`config.mk`:
```
export PLATFORM = sky130hd
export DESIGN_NAME = core_status_control_registers
export DESIGN_NICKNAME = d
export VERILOG_FILES = /design/src/inc/core_status_pkg.sv /design/src/hdl/alu_flag_unit.sv /design/src/hdl/pointer_step.sv /design/src/hdl/core_status_control_registers.sv
export SDC_FILE = /design/constraint.sdc
export NUM_CORES = 1
export LEC_CHECK = 0
export ABC_CLOCK_PERIOD_IN_PS = 5610
export BUFFER_PORTS_ARGS = -buffer_cell sky130_fd_sc_hd__clkbuf_2
export CAP_MARGIN = 20
export CORE_MARGIN = 2
export CORE_UTILIZATION = 61
export CTS_BUF_LIST = sky130_fd_sc_hd__clkbuf_16
export CTS_CLUSTER_SIZE = 25
export DETAILED_ROUTE_END_ITERATION = 16
export PLACE_DENSITY_LB_ADDON = 0.1
export SLEW_MARGIN = 30
export SYNTH_ARGS = -nofsm -noshare
export SYNTH_HDL_FRONTEND = slang
export SYNTH_SLANG_ARGS = --single-unit
```
`constraint.sdc`:
```
create_clock -name core_clk -period 5.61 [get_ports core_clk]
set_input_delay 0.561 -clock core_clk [delete_from_list [all_inputs] [get_ports core_clk]]
set_output_delay 0.561 -clock core_clk [all_outputs]
set_load 0.02 [all_outputs]
```
`src/inc/core_status_pkg.sv`:
```
// Constants and carrier types shared by the core status and control register bank.
package core_status_pkg;
    localparam logic [7:0] ALU_FLAG_ADDR   = 8'h04;
    localparam logic [7:0] TIMER_CTRL_ADDR = 8'h05;
    localparam logic [7:0] CPU_STATE_ADDR  = 8'h06;
    localparam int CARRY_BIT       = 0;
    localparam int DIGIT_CARRY_BIT = 1;
    localparam int ZERO_BIT        = 2;
    localparam int OVERFLOW_BIT    = 3;
    localparam int FIRST_MODE_LSB  = 4;
    localparam int SECOND_MODE_LSB = 6;
    localparam int POWER_DOWN_BIT  = 2;
    localparam int TIME_OUT_BIT    = 3;
    localparam int GLOBAL_IRQ_BIT  = 4;
    localparam int STACK_AVAIL_BIT = 5;
    localparam int EXT_EDGE_BIT    = 7;
    localparam int PIN_EDGE_BIT    = 6;
    localparam int CLK_SRC_BIT     = 5;
    localparam int PRESCALE_LSB    = 1;
    localparam logic [7:0] ALU_FLAG_RESET   = 8'h00;
    localparam logic [6:0] TIMER_CTRL_RESET = 7'h00;
    localparam logic       GLOBAL_IRQ_RESET = 1'b0;
    localparam logic [1:0] PTR_DECREMENT    = 2'h0;
    localparam logic [1:0] PTR_INCREMENT    = 2'h1;
    localparam logic [3:0] PRESCALE_MAX_LOG = 4'h8;

    typedef enum logic [4:0]
    {
        OP_ADD, OP_ADDC, OP_SUB, OP_SUBB, OP_AND, OP_OR, OP_XOR, OP_COMP,
        OP_RLC, OP_RRC, OP_RLN, OP_RRN, OP_SWAP, OP_MOVE, OP_CLR,
        OP_INC, OP_DEC, OP_BCLR, OP_BSET
    } alu_op_t;

    typedef struct packed
    {
        logic overflow;
        logic z;
        logic digitCarry;
        logic c;
    } alu_flags_t;

    typedef struct packed
    {
        alu_op_t    op;
        logic [7:0] wOperand;
        logic [7:0] fOperand;
        logic [2:0] bitSel;
        logic       destIsFile;
        logic [7:0] destAddr;
    } exec_req_t;
endpackage

```
`src/hdl/alu_flag_unit.sv`:
```
// Combinational ALU producing the result, the flag values and the flags each operation touches.
`timescale 1ns/1ns
module alu_flag_unit
(
    input  wire core_status_pkg::alu_op_t    op,       // Operation.
    input  wire logic [7:0]                  a,        // Working register operand.
    input  wire logic [7:0]                  b,        // File register or immediate operand.
    input  wire logic [2:0]                  bitSel,   // Bit number for bit operations.
    input  wire logic                        carryIn,  // Current carry flag.
    output logic [7:0]                       result,   // Operation result.
    output core_status_pkg::alu_flags_t      flags,    // Flag values from result logic.
    output logic [3:0]                       affect    // Flags written by this operation.
);
    import core_status_pkg::*;

    // Returns {digit carry, carry, sum}; a subtraction passes the inverted operand.
    function automatic logic [9:0] addFlags(input logic [7:0] x, input logic [7:0] y, input logic cin);
        logic [8:0] s;
        logic [4:0] n;
        s = {1'b0, x} + {1'b0, y} + {8'h00, cin};
        n = {1'b0, x[3:0]} + {1'b0, y[3:0]} + {4'h0, cin};
        return {n[4], s};
    endfunction

    logic [9:0] sum;
    logic       cOut;
    logic [7:0] y;

    always_comb
    begin
        y = b;
        cOut = carryIn;
        affect = 4'h0;
        sum = 10'h000;
        case (op)
            OP_ADD:  begin sum = addFlags(a, b, 1'b0);  affect = 4'hf; end
            OP_ADDC: begin sum = addFlags(a, b, carryIn); affect = 4'hf; end
            OP_SUB:  begin sum = addFlags(b, ~a, 1'b1); affect = 4'hf; end
            OP_SUBB: begin sum = addFlags(b, ~a, carryIn); affect = 4'hf; end
            OP_INC:  begin sum = addFlags(b, 8'h01, 1'b0); affect = 4'hf; end
            OP_DEC:  begin sum = addFlags(b, 8'hff, 1'b0); affect = 4'hf; end
            OP_AND:  begin y = a & b; affect = 4'h4; end
            OP_OR:   begin y = a | b; affect = 4'h4; end
            OP_XOR:  begin y = a ^ b; affect = 4'h4; end
            OP_COMP: begin y = ~b; affect = 4'h4; end
            OP_CLR:  begin y = 8'h00; affect = 4'h4; end
            OP_RLC:  begin y = {b[6:0], carryIn}; cOut = b[7]; affect = 4'h1; end
            OP_RRC:  begin y = {carryIn, b[7:1]}; cOut = b[0]; affect = 4'h1; end
            OP_RLN:  y = {b[6:0], b[7]};
            OP_RRN:  y = {b[0], b[7:1]};
            OP_SWAP: y = {b[3:0], b[7:4]};
            OP_MOVE: y = a;
            OP_BCLR: y = b & ~(8'h01 << bitSel);
            OP_BSET: y = b | (8'h01 << bitSel);
            default: y = b;
        endcase
    end

    wire isArith = affect[OVERFLOW_BIT];
    wire [7:0] yArith = (op == OP_SUB || op == OP_SUBB) ? ~a : (op == OP_INC ? 8'h01 : (op == OP_DEC ? 8'hff : a));
    wire [7:0] xArith = (op == OP_ADD || op == OP_ADDC) ? b : b;

    assign result   = isArith ? sum[7:0] : y;
    assign flags.c  = isArith ? sum[8] : cOut;
    assign flags.digitCarry = sum[9];
    assign flags.z  = (result == 8'h00);
    assign flags.overflow = (xArith[7] == yArith[7]) && (sum[7] != xArith[7]);
endmodule

```
`src/hdl/pointer_step.sv`:
```
// Next indirect pointer value after an access, chosen by a two-bit mode.
`timescale 1ns/1ns
module pointer_step
(
    input  wire logic [7:0] ptrIn,   // Pointer before the access.
    input  wire logic [1:0] mode,    // Update mode.
    output logic [7:0]      ptrOut   // Pointer after the access.
);
    import core_status_pkg::*;

    // Wrapping to zero raises no flag; this path never reaches the flag register.
    assign ptrOut = (mode == PTR_DECREMENT) ? ptrIn - 8'h01 :
                    (mode == PTR_INCREMENT) ? ptrIn + 8'h01 : ptrIn;
endmodule

```
`src/hdl/core_status_control_registers.sv`:
```
// ALU flag, timer zero control and CPU state registers with their effects on the core.
`timescale 1ns/1ns
// Behaviour
// - Flag-affecting ops block data write to flags.
// - Clear of flag register gives 0000u1uu.
// - Bit, swap and move ops keep flags.
// - Carry flags act as borrow in subtraction.
// - Overflow set on signed range overflow.
// - ALU takes one or two operands.
// - Pointer mode: 00 down, 01 up, 1x hold.
// - Rotate through carry loads shifted-out bit.
// - Global enable gates every interrupt source.
// - Time-out, power-down, stack bits ignore writes.
// - Bit 7 picks external interrupt edge.
// - Bit 5 picks timer clock source.
// - Bits 4:1 set prescale, 1xxx gives 1:256.
// - Bit 0 reads zero; register resets zero.
// - Upper mode second pointer, lower first.
// - Pointer steps never change ALU flags.
module core_status_control_registers
#(
    parameter int IRQ_SOURCES = 8
)
(
    input  wire logic                         core_clk,            // Core clock.
    input  wire logic                         reset,               // Asynchronous reset.
    input  wire logic                         execValid,           // Instruction executes now.
    input  wire core_status_pkg::exec_req_t   execReq,             // Instruction operands.
    input  wire logic                         rdEn,                // Register read request.
    input  wire logic [7:0]                   rdAddr,              // Register read address.
    output logic [7:0]                        rdData,              // Read data.
    output logic [7:0]                        resultData,          // ALU result.
    output logic                              resultValid,         // Result strobe.
    output core_status_pkg::alu_flags_t       flagsOut,            // Current ALU flags.
    input  wire logic                         hwTimeOut,           // Time-out level.
    input  wire logic                         hwPowerDown,         // Power-down level.
    input  wire logic                         hwStackAvailable,    // Stack available level.
    input  wire logic [IRQ_SOURCES-1:0]       irqSourcePending,    // Enabled pending sources.
    output logic                              irqRequest,          // Gated interrupt request.
    output logic                              globalIrqEnable,     // Global enable bit.
    input  wire logic                         extIrqPin,           // External interrupt pin.
    output logic                              extIrqEvent,         // Selected edge seen.
    input  wire logic                         timerPin,            // External timer clock pin.
    output logic                              timerPinTick,        // Timer count pulse.
    output logic                              timerClockInternal,  // Instruction clock chosen.
    output logic [3:0]                        prescaleLog,         // Log2 of division ratio.
    input  wire logic [7:0]                   firstPointerIn,      // First pointer value.
    input  wire logic                         firstPointerAccess,  // First pointer used.
    output logic [7:0]                        firstPointerOut,     // Updated first pointer.
    output logic                              firstPointerUpdated, // First update strobe.
    input  wire logic [7:0]                   secondPointerIn,     // Second pointer value.
    input  wire logic                         secondPointerAccess, // Second pointer used.
    output logic [7:0]                        secondPointerOut,    // Updated second pointer.
    output logic                              secondPointerUpdated // Second update strobe.
);
    import core_status_pkg::*;

    // Division ratio as a power of two; any code with the top bit set saturates.
    function automatic logic [3:0] prescaleDecode(input logic [3:0] code);
        return code[3] ? PRESCALE_MAX_LOG : {1'b0, code[2:0]};
    endfunction

    logic [7:0] aluFlag_reg;
    logic [7:0] aluFlag_next;
    logic [6:0] timerCtrl_reg;
    logic [6:0] timerCtrl_next;
    logic       globalIrq_reg;
    logic       globalIrq_next;
    logic [2:0] hwState_reg;
    logic [7:0] rdData_reg;
    logic [7:0] result_reg;
    logic       resultValid_reg;
    logic       irqRequest_reg;
    logic       extPinPrev_reg;
    logic       timerPinPrev_reg;
    logic       extIrqEvent_reg;
    logic       timerPinTick_reg;
    logic [7:0] firstPtr_reg;
    logic       firstUpd_reg;
    logic [7:0] secondPtr_reg;
    logic       secondUpd_reg;

    logic [7:0] aluResult;
    alu_flags_t aluFlags;
    logic [3:0] aluAffect;
    logic [7:0] firstPtrNext;
    logic [7:0] secondPtrNext;

    alu_flag_unit aluUnit
    (
        .op      (execReq.op),
        .a       (execReq.wOperand),
        .b       (execReq.fOperand),
        .bitSel  (execReq.bitSel),
        .carryIn (aluFlag_reg[CARRY_BIT]),
        .result  (aluResult),
        .flags   (aluFlags),
        .affect  (aluAffect)
    );

    pointer_step firstStep
    (
        .ptrIn  (firstPointerIn),
        .mode   (aluFlag_reg[FIRST_MODE_LSB +: 2]),
        .ptrOut (firstPtrNext)
    );

    pointer_step secondStep
    (
        .ptrIn  (secondPointerIn),
        .mode   (aluFlag_reg[SECOND_MODE_LSB +: 2]),
        .ptrOut (secondPtrNext)
    );

    wire       fileWrite = execValid & execReq.destIsFile;
    wire       aluDest   = fileWrite && (execReq.destAddr == ALU_FLAG_ADDR);
    wire       timerDest = fileWrite && (execReq.destAddr == TIMER_CTRL_ADDR);
    wire       cpuDest   = fileWrite && (execReq.destAddr == CPU_STATE_ADDR);
    wire [3:0] affectNow = execValid ? aluAffect : 4'h0;
    wire       anyFlag   = |affectNow;
    wire [3:0] logicBits = {aluFlags.overflow, aluFlags.z, aluFlags.digitCarry, aluFlags.c};

    // A flag-touching op into this register keeps the data off all four low bits.
    wire [3:0] keptLow   = (aluDest && !anyFlag) ? aluResult[3:0] : aluFlag_reg[3:0];
    wire [3:0] lowNext   = (affectNow & logicBits) | (~affectNow & keptLow);

    assign aluFlag_next   = {aluDest ? aluResult[7:4] : aluFlag_reg[7:4], lowNext};
    assign timerCtrl_next = timerDest ? aluResult[7:1] : timerCtrl_reg;
    assign globalIrq_next = cpuDest ? aluResult[GLOBAL_IRQ_BIT] : globalIrq_reg;

    wire [7:0] timerRead = {timerCtrl_reg, 1'b0};
    wire [7:0] cpuRead   = {2'h0, hwState_reg[2], globalIrq_reg, hwState_reg[1], hwState_reg[0], 2'h0};
    wire [7:0] readMux   = (rdAddr == ALU_FLAG_ADDR)   ? aluFlag_reg :
                           (rdAddr == TIMER_CTRL_ADDR) ? timerRead :
                           (rdAddr == CPU_STATE_ADDR)  ? cpuRead : 8'h00;

    wire extRising  = timerCtrl_reg[EXT_EDGE_BIT - 1];
    wire pinRising  = timerCtrl_reg[PIN_EDGE_BIT - 1];
    wire useInstClk = timerCtrl_reg[CLK_SRC_BIT - 1];
    wire extEdge    = extRising ? (extIrqPin & ~extPinPrev_reg) : (~extIrqPin & extPinPrev_reg);
    wire pinEdge    = pinRising ? (timerPin & ~timerPinPrev_reg) : (~timerPin & timerPinPrev_reg);

    always_ff @(posedge core_clk or posedge reset)
    begin
        if (reset)
        begin
            aluFlag_reg   <= ALU_FLAG_RESET;
            timerCtrl_reg <= TIMER_CTRL_RESET;
            globalIrq_reg <= GLOBAL_IRQ_RESET;
        end
        else
        begin
            aluFlag_reg   <= aluFlag_next;
            timerCtrl_reg <= timerCtrl_next;
            globalIrq_reg <= globalIrq_next;
        end
    end

    // Hardware-owned state bits follow their sources and never take a write.
    always_ff @(posedge core_clk or posedge reset)
    begin
        if (reset)
        begin
            hwState_reg <= 3'h0;
        end
        else
        begin
            hwState_reg <= {hwStackAvailable, hwTimeOut, hwPowerDown};
        end
    end

    always_ff @(posedge core_clk or posedge reset)
    begin
        if (reset)
        begin
            rdData_reg      <= 8'h00;
            result_reg      <= 8'h00;
            resultValid_reg <= 1'b0;
        end
        else
        begin
            rdData_reg      <= rdEn ? readMux : rdData_reg;
            result_reg      <= execValid ? aluResult : result_reg;
            resultValid_reg <= execValid;
        end
    end

    always_ff @(posedge core_clk or posedge reset)
    begin
        if (reset)
        begin
            irqRequest_reg   <= 1'b0;
            extPinPrev_reg   <= 1'b0;
            timerPinPrev_reg <= 1'b0;
            extIrqEvent_reg  <= 1'b0;
            timerPinTick_reg <= 1'b0;
        end
        else
        begin
            irqRequest_reg   <= globalIrq_reg & (|irqSourcePending);
            extPinPrev_reg   <= extIrqPin;
            timerPinPrev_reg <= timerPin;
            extIrqEvent_reg  <= extEdge;
            timerPinTick_reg <= pinEdge & ~useInstClk;
        end
    end

    always_ff @(posedge core_clk or posedge reset)
    begin
        if (reset)
        begin
            firstPtr_reg  <= 8'h00;
            firstUpd_reg  <= 1'b0;
            secondPtr_reg <= 8'h00;
            secondUpd_reg <= 1'b0;
        end
        else
        begin
            firstPtr_reg  <= firstPointerAccess ? firstPtrNext : firstPtr_reg;
            firstUpd_reg  <= firstPointerAccess;
            secondPtr_reg <= secondPointerAccess ? secondPtrNext : secondPtr_reg;
            secondUpd_reg <= secondPointerAccess;
        end
    end

    logic [3:0] prescale_reg;

    always_ff @(posedge core_clk or posedge reset)
    begin
        if (reset)
        begin
            prescale_reg <= 4'h0;
        end
        else
        begin
            prescale_reg <= prescaleDecode(timerCtrl_next[PRESCALE_LSB - 1 +: 4]);
        end
    end

    assign rdData               = rdData_reg;
    assign resultData           = result_reg;
    assign resultValid          = resultValid_reg;
    assign flagsOut             = aluFlag_reg[3:0];
    assign irqRequest           = irqRequest_reg;
    assign globalIrqEnable      = globalIrq_reg;
    assign extIrqEvent          = extIrqEvent_reg;
    assign timerPinTick         = timerPinTick_reg;
    assign timerClockInternal   = useInstClk;
    assign prescaleLog          = prescale_reg;
    assign firstPointerOut      = firstPtr_reg;
    assign firstPointerUpdated  = firstUpd_reg;
    assign secondPointerOut     = secondPtr_reg;
    assign secondPointerUpdated = secondUpd_reg;
endmodule

```
Word-level counts from Yosys, hierarchy flattened
Index checks and enable logic that the tools add are counted.
Word-level totals
  bits in read-only memories: 0
  RAM bits: 0
  output and inout bits: 48
  register bits: 63
  latch bits: 0
  input bits: 76
  memories: 0
  logic and storage cells: 128
Operators by class
  multiply operators: 0
  divide/modulo/power cells: 0
  eq/ne operators: 28
  bitwise logic cells: 24
  mux-type cells: 22
  reduce and logical (&&, ||, !) cells: 16
  shift-type cells: 1
  magnitude comparators: 0
  add/subtract/negate cells: 18
Operators by type and width (count)
  $pmux 8 s13: 1
  $mux 8: 10
  $pmux 10 s6: 1
  $eq 8x3->1 const B: 6
  $eq 5x4->1 const B: 8
  $not 8->8: 3
  $eq 5x3->1 const B: 4
  $add 8x8->9: 2
  $add 9x1->9: 2
  $add 8x1->8 const B: 2
  $and 8x8->8: 2
  $mux 4: 4
  $or 8x8->8: 2
  $sub 8x1->8 const B: 2
  $eq 5x5->1 const B: 3
  $pmux 4 s3: 1
  $add 4x4->5: 2
  $add 5x1->5: 2
  $eq 5x2->1 const B: 2
  $add 8x1->9 const B: 1
  $add 8x8->9 const B: 1
  $add 9x1->9 const B: 1
  $and 4x4->4: 2
  $logic_not 8->1: 1
  other kinds (26): 44

Depth between registers and ports, before layout
Gate-level depths: netlist of the first run.
  word-level depth: 10
  mapped depth: 16
  mapped depth without buffers: 15

Hierarchy
From an unflattened synthesis of the first run, not the netlist that was laid out.
Second synthesis, totals
  cells, all modules: 700
  area total of the unflattened synthesis: 6119.6 µm²
By module, submodules not included
  alu_flag_unit: area an instance 3036.7 µm², times used 1, cells each 438
  core_status_control_registers: area an instance 2585.0 µm², times used 1, cells each 192
  pointer_step: area an instance 249.0 µm², times used 2, cells each 35

Least setup slack after synthesis of the first run
No wires, ideal clock.
  path kind: input to register
  start: input execReq[28] in the netlist's numbering
  end: register with a tool-made name
  path buffers: 3
  cell stages on the path: 14
  setup slack: 1.639 ns
  setup time: 0.092 ns
  arrival: 3.879 ns
  path through: buf_6 buf_2 buf_1 nor3_1 ha_1 a21oi_1 nand2_1 a311oi_1 xor2_1 o221ai_1 a21oi_1 o22ai_1 or4_1 o31ai_2
RTL lines
  start, declared: RTL line core_status_control_registers.sv:28  | input wire core_status_pkg::exec_req_t execReq,

==> results.json, run 1 <==
{
  "status": "completed",
  "grt_pass1_vias": 5888,
  "viasPerCell": 6.79,
  "synth_seq_cells": 62,
  "globalRoute.busiestLayer": "met2",
  "total_power_mw": 1.57,
  "die_h_microns": 101,
  "synth_area_per_cell_sq_um": 8.46,
  "power_density_nw_per_um2": 237,
  "drt_iter0_markers": 577,
  "pin_count": 124,
  "async_reset_ff_share_pct": 100,
  "tightest_slew_ns": 0.953,
  "max_stage_delay_ns": 0.60,
  "antenna_found_initial": 0,
  "power.leakage_nw": 2.95,
  "htree_levels": 3,
  "dp_hpwl_microns": 14100,
  "antenna_cells": 0,
  "portBuffers": 123,
  "required_ns": 5.84,
  "die_w_microns": 101,
  "gp_congestion": 0.995,
  "root_buffer": "clkbuf_16",
  "synth_edf_count": 0,
  "yosysUniqueCellTypes": 77,
  "max_freq_mhz": 242,
  "overflow": 0,
  "grt_max_degree": 63,
  "critPathArrivalTime_ns": 4.37,
  "worstSetupEndpointType": "register",
  "ys_top_cells_by_area": "dfrtp_1 27%, mux2_2 7.1%, ha_1 6.5%",
  "area_growth_pct": 15.5,
  "synth_ff_type": "dfrtp_1",
  "first_pass_iters": 7,
  "ctsResizeCount": 0,
  "cts_tree": "built",
  "hold_viol": 0,
  "synth.yosys.seq_area_share_pct": 27.0,
  "cts_buffers": 9,
  "finalCriticalPeriod_ns": 4.14,
  "grt_first_pass_wirelength_microns": 30200,
  "clock_latency_ns": 0.32,
  "synth_top_area_share_pct": 27.0,
  "synth_largest_area_cell": "dfrtp_1",
  "clk_pin_slew_ns": 0.05,
  "max_cap_viol_count": 0,
  "slew_viol_final": 0,
  "vdd_ir_drop_max_v": 0.000205,
  "synth.most_common_cell": "nand2_1",
  "grt_util_all_layers_pct": 38.0,
  "start_kind": "input port",
  "worstPathMaxFanout": 21,
  "num_rows": 35,
  "use_met3_pct": 10.1,
  "syn_area_sq_um": 5740,
  "yosys_warnings": 0,
  "worstPathCellList": "clkbuf_2, nor2_1, nand2_1, nor3_1, buf_4, ha_1, a21oi_1, nand2_1, a311oi_1, xor2_1, o221ai_1, a21oi_1, o22ai_1, or4_1, o31ai_2",
  "cts_buffer_depth": 2,
  "hold_class": "in2reg",
  "crit_type": "in2reg",
  "cts_setup_buffers": 0,
  "setup_violations": 0,
  "finalNetCount": 885,
  "fin_crit_sh_pct": 73.8,
  "detail_route.wl_per_cell_microns": 21.7,
  "ant_nets": 0,
  "routed_wl_microns": 19400,
  "syn_nets": 787,
  "cp_slowest_cell": "or4_1",
  "relSlewSlack_pct": 36.4,
  "drive_above_1_share_pct": 26.1,
  "vias": 6060,
  "dieArea_sq_um": 10200,
  "ctsHoldBuffers": 0,
  "initial_core_util_pct": 62.4,
  "drc_errors": 0,
  "use_met2_pct": 61.1,
  "rsz0062_at_grt": "false",
  "cts.sinks": 62,
  "synth_commonest_cells": "65 x nand2_1, 62 x dfrtp_1, 49 x nor2_1",
  "finClkSkew_ns": 0.00323,
  "fp.coreArea_sq_um": 9200,
  "syn_inst": 678,
  "fin_setup_tns_ns": 0,
  "gr-usage-met1_pct": 50.0
}
where the power goes:
group | internal [mW] | total (mW) | switching, mW | leakage [nW]
registers | 0.486 | 0.517 | 0.0308 | 0.775
logic | 0.188 | 0.511 | 0.324 | 2.04
clock network | 0.344 | 0.542 | 0.199 | 0.134
final cells by class:
type,count,area (sq um)
clock buffers,9,225
flip-flops and latches,62,1550
well taps,111,139
multi-input cells,545,3880
repair buffers,126,638
clock inverters,7,73.8
fillers,712,2570
inverters,32,120
path summary, 6_finish.rpt:
kind | from | to | slack (ns) | depth (start not counted)
worst max-delay path | execReq[30] | register | 1.47 | 15
worst min-delay path | hwPowerDown | hwState_reg[0] | 0.34 | 1
worst max register to register | register | register | 2.41 | 9
worst min register to register | firstPointerOut[7] | firstPointerOut[7] | 0.50 | 1
max in group asynchronous | reset | timerCtrl_reg[0] | 4.63 | 3
min in group asynchronous | reset | firstPointerOut[0] | 0.45 | 3
cell usage in the layout, fill, tap and decap left out, types with 17 or more instances in the layout:
cell type	instances
a21oi_1	47
nand2_1	65
clkbuf_2	123
nor2_1	49
o21ai_0	27
mux2_2	36
nor3_1	19
inv_1	26
dfrtp_1	62
xnor2_1	34
nand3_1	17
ha_1	30
stage by stage:
step	cell area (sq um)	hold slack (ns)	setup slack [ns]	std cells	util, %
after floorplan	5740	0.476	1.64	678	-
after global placement	6300	0.490	1.36	876	68.5
after detailed placement	6310	0.494	1.27	876	68.6
after CTS	6610	0.336	1.59	892	71.8
after global routing	6630	0.325	1.16	892	72.1
final	6630	0.344	1.47	892	72.1
logic make-up (layout without fill, tap and decap cells):
family | after synthesis | count (layout) | share of synthesized area, %
compound gates | 183 | 183 | 22.1
fa+ha+maj | 33 | 33 | 7.59
mux | 46 | 46 | 8.85
xor+xnor | 48 | 48 | 7.46
simple gates | 235 | 235 | 21.1
buf+inv | 71 | 174 | 5.82
flops | 62 | 62 | 27.0
layer usage:
metal / up-vias / share of wire [%]
met5: - / 0
met4: 0 / 3.4
met3: 78 / 9.8
met2: 397 / 47
met1: 2866 / 40
li1: 2719 / -
critical path: cells and delay by family:
| kind | cells | cell delay, ns |
|---|---|---|
| AOI/OAI and AO/OA | 6 | 1.35 |
| xor gates and xnor gates | 1 | 0.20 |
| adders and majority gates | 1 | 0.29 |
| buffers and inverters | 2 | 0.48 |
| and+or+nand+nor | 5 | 1.44 |
(Power assumes the default switching activity.)
==> run 2: changes to the inputs <==
ABC_CLOCK_PERIOD_IN_PS = 4200   (was 5610)
CORE_UTILIZATION = 56   (was 61)
clock period = 4.2 ns   (was 5.61 ns; I/O delays follow)
==> run 2 against run 1 <==
  * Final cell count grew 4.8%
  * Power up 32%
  * Highest routed layer unchanged
  * Sequential share of layout area shrank 0.51 points
  * Hold slack got worse by 0.14 ns
==> results.json, run 2 (synthesis results as in run 1) <==
{
  "p_sw_share_pct": 34.5,
  "antenna_cells": 0,
  "rsz0062_at_grt": "false",
  "pin_count": 124,
  "gp_congestion": 0.977,
  "overflow": 0,
  "total_power_mw": 2.08,
  "globalRoute.busiestLayer": "met2",
  "grt_max_degree": 63,
  "routed_wl_microns": 18800,
  "vias": 6058,
  "max_cap_viol_count": 0,
  "p_int_mw": 1.36,
  "portBuffers": 123,
  "hold_viol": 0,
  "ctsHoldBuffers": 0,
  "cts_buffer_depth": 2,
  "drc_errors": 0,
  "critPathArrivalTime_ns": 3.95,
  "antenna_found_initial": 0,
  "start_kind": "input port",
  "fin_crit_sh_pct": 89.2,
  "status": "completed",
  "use_met3_pct": 10.2,
  "tightest_slew_ns": 1.02,
  "viasPerCell": 6.48,
  "p_seq_share_pct": 33.1,
  "fin_setup_tns_ns": 0,
  "num_rows": 36,
  "grt_util_all_layers_pct": 34.1,
  "slew_viol_final": 0,
  "crit_type": "in2reg",
  "drive_above_1_share_pct": 26.9,
  "vdd_ir_drop_max_v": 0.000268,
  "grt_pass1_vias": 5848,
  "max_freq_mhz": 267,
  "ant_nets": 0,
  "finClkSkew_ns": 0.00362,
  "final.fill_count": 849,
  "first_pass_iters": 5,
  "power.leakage_nw": 3.07,
  "relSlewSlack_pct": 31.7,
  "final_common_cell": "clkbuf_2",
  "required_ns": 4.40,
  "clk_pin_slew_ns": 0.05,
  "ctsResizeCount": 0,
  "fin_util_pct": 68.7,
  "dp_hpwl_microns": 14500,
  "finalNetCount": 907,
  "detail_route.wl_per_cell_microns": 20.1,
  "most-common-layout-cells": "123 x clkbuf_2, 65 x nand2_1, 62 x dfrtp_1",
  "dp_slack_ns": 0.180,
  "root_buffer": "clkbuf_16",
  "area_growth_pct": 18.1,
  "setup_ws_ns": 0.453,
  "htree_levels": 3,
  "cts_setup_buffers": 0,
  "place_inst": 920,
  "initial_core_util_pct": 58.2,
  "cts.sinks": 62,
  "worstSetupEndpointType": "register",
  "multi_input_comb_area_sq_um": 3860,
  "drt_iter0_markers": 583,
  "cts_buffers": 9,
  "die_w_microns": 105,
  "rrSetupSlack_ns": 1.05,
  "clock_latency_ns": 0.32,
  "clkPwrFrac_pct": 33.3,
  "rr_worst_depth": 9,
  "cts_tree": "built",
  "grt_first_pass_wirelength_microns": 30100,
  "fp.coreArea_sq_um": 9860,
  "cp-endpoint": "resultData[7]",
  "critPathLaunch": "execReq[32]",
  "regArea_sq_um": 1550,
  "use_met2_pct": 53.9,
  "worstPathMaxFanout": 22,
  "dieArea_sq_um": 11100,
  "die_h_microns": 105,
  "gr-usage-met1_pct": 45.2,
  "finalCriticalPeriod_ns": 3.75,
  "switchingPower_mw": 0.716,
  "p_comb_share_pct": 33.5,
  "setup_violations": 0,
  "stdcell_count": 935,
  "power_density_nw_per_um2": 307,
  "hold_class": "in2reg"
}
## run 2: cell count changes in the layout (fill, tap and decap cells not counted), sizes merged
cell,before,now
clkinvlp,4,0
buf,3,25
inv,33,36
## run 2: worst min-delay path by stage
| stage | from | end | slack [ns] | cells after the start |
|---|---|---|---|---|
| after global routing | hwTimeOut | hwState_reg[1] | 0.20 | 1 |
| after CTS | hwTimeOut | hwState_reg[1] | 0.20 | 1 |
| final | hwTimeOut | hwState_reg[1] | 0.20 | 1 |
| after global placement | firstPointerOut[7] | firstPointerOut[7] | 0.49 | 1 |
| after floorplan | extIrqPin | extPinPrev_reg | 0.45 | 0 |
| after detailed placement | firstPointerOut[4] | firstPointerOut[4] | 0.50 | 1 |
## run 2: cell type report
cell class              instances  share of cell area, %
multi-input cells             545                   57.0
flip-flops and latches         62                   22.9
repair buffers                148                   11.9
clock buffers                   9                   3.32
well taps                     133                   2.46
inverters                      32                   1.77
clock inverters                 6                  0.720
## run 2: through the flow
| step | hold WS [ns] | instance area, sq um |
|---|---|---|
| 2_1_floorplan | 0.451 | 5740 |
| 3_3_place_gp | 0.491 | 6490 |
| 3_5_place_dp | 0.497 | 6500 |
| 4_1_cts | 0.200 | 6770 |
| 5_1_grt | 0.202 | 6770 |
| 6_report | 0.205 | 6770 |
## run 2: power by group through the flow
| stage | clock, mW | sequential [mW] | combinational, mW |
|---|---|---|---|
| floorplan | 0 | 0.738 | 0.401 |
| global placement | 0 | 0.694 | 0.666 |
| detailed placement | 0 | 0.696 | 0.678 |
| CTS | 0.699 | 0.688 | 0.683 |
| global route | 0.729 | 0.693 | 0.752 |
| finish | 0.693 | 0.688 | 0.697 |
## run 2: worst max-delay path, stage by stage
cell	delay, ns
clkbuf_2	0.09
buf_4	0.24
nand2_1	0.17
nor3_1	0.33
buf_4	0.24
ha_1	0.29
a21oi_1	0.14
nand2_1	0.10
a311oi_1	0.40
a21oi_1	0.15
xor2_1	0.17
a2bb2oi_1	0.23
o311ai_1	0.21
or3_1	0.47
mux2_2	0.31
## run 2: layer usage
metal | part of all wire [%] | vias up
met5 | 0 | -
met4 | 2.1 | 0
met3 | 11 | 38
met2 | 46 | 364
met1 | 41 | 2899
li1 | - | 2757
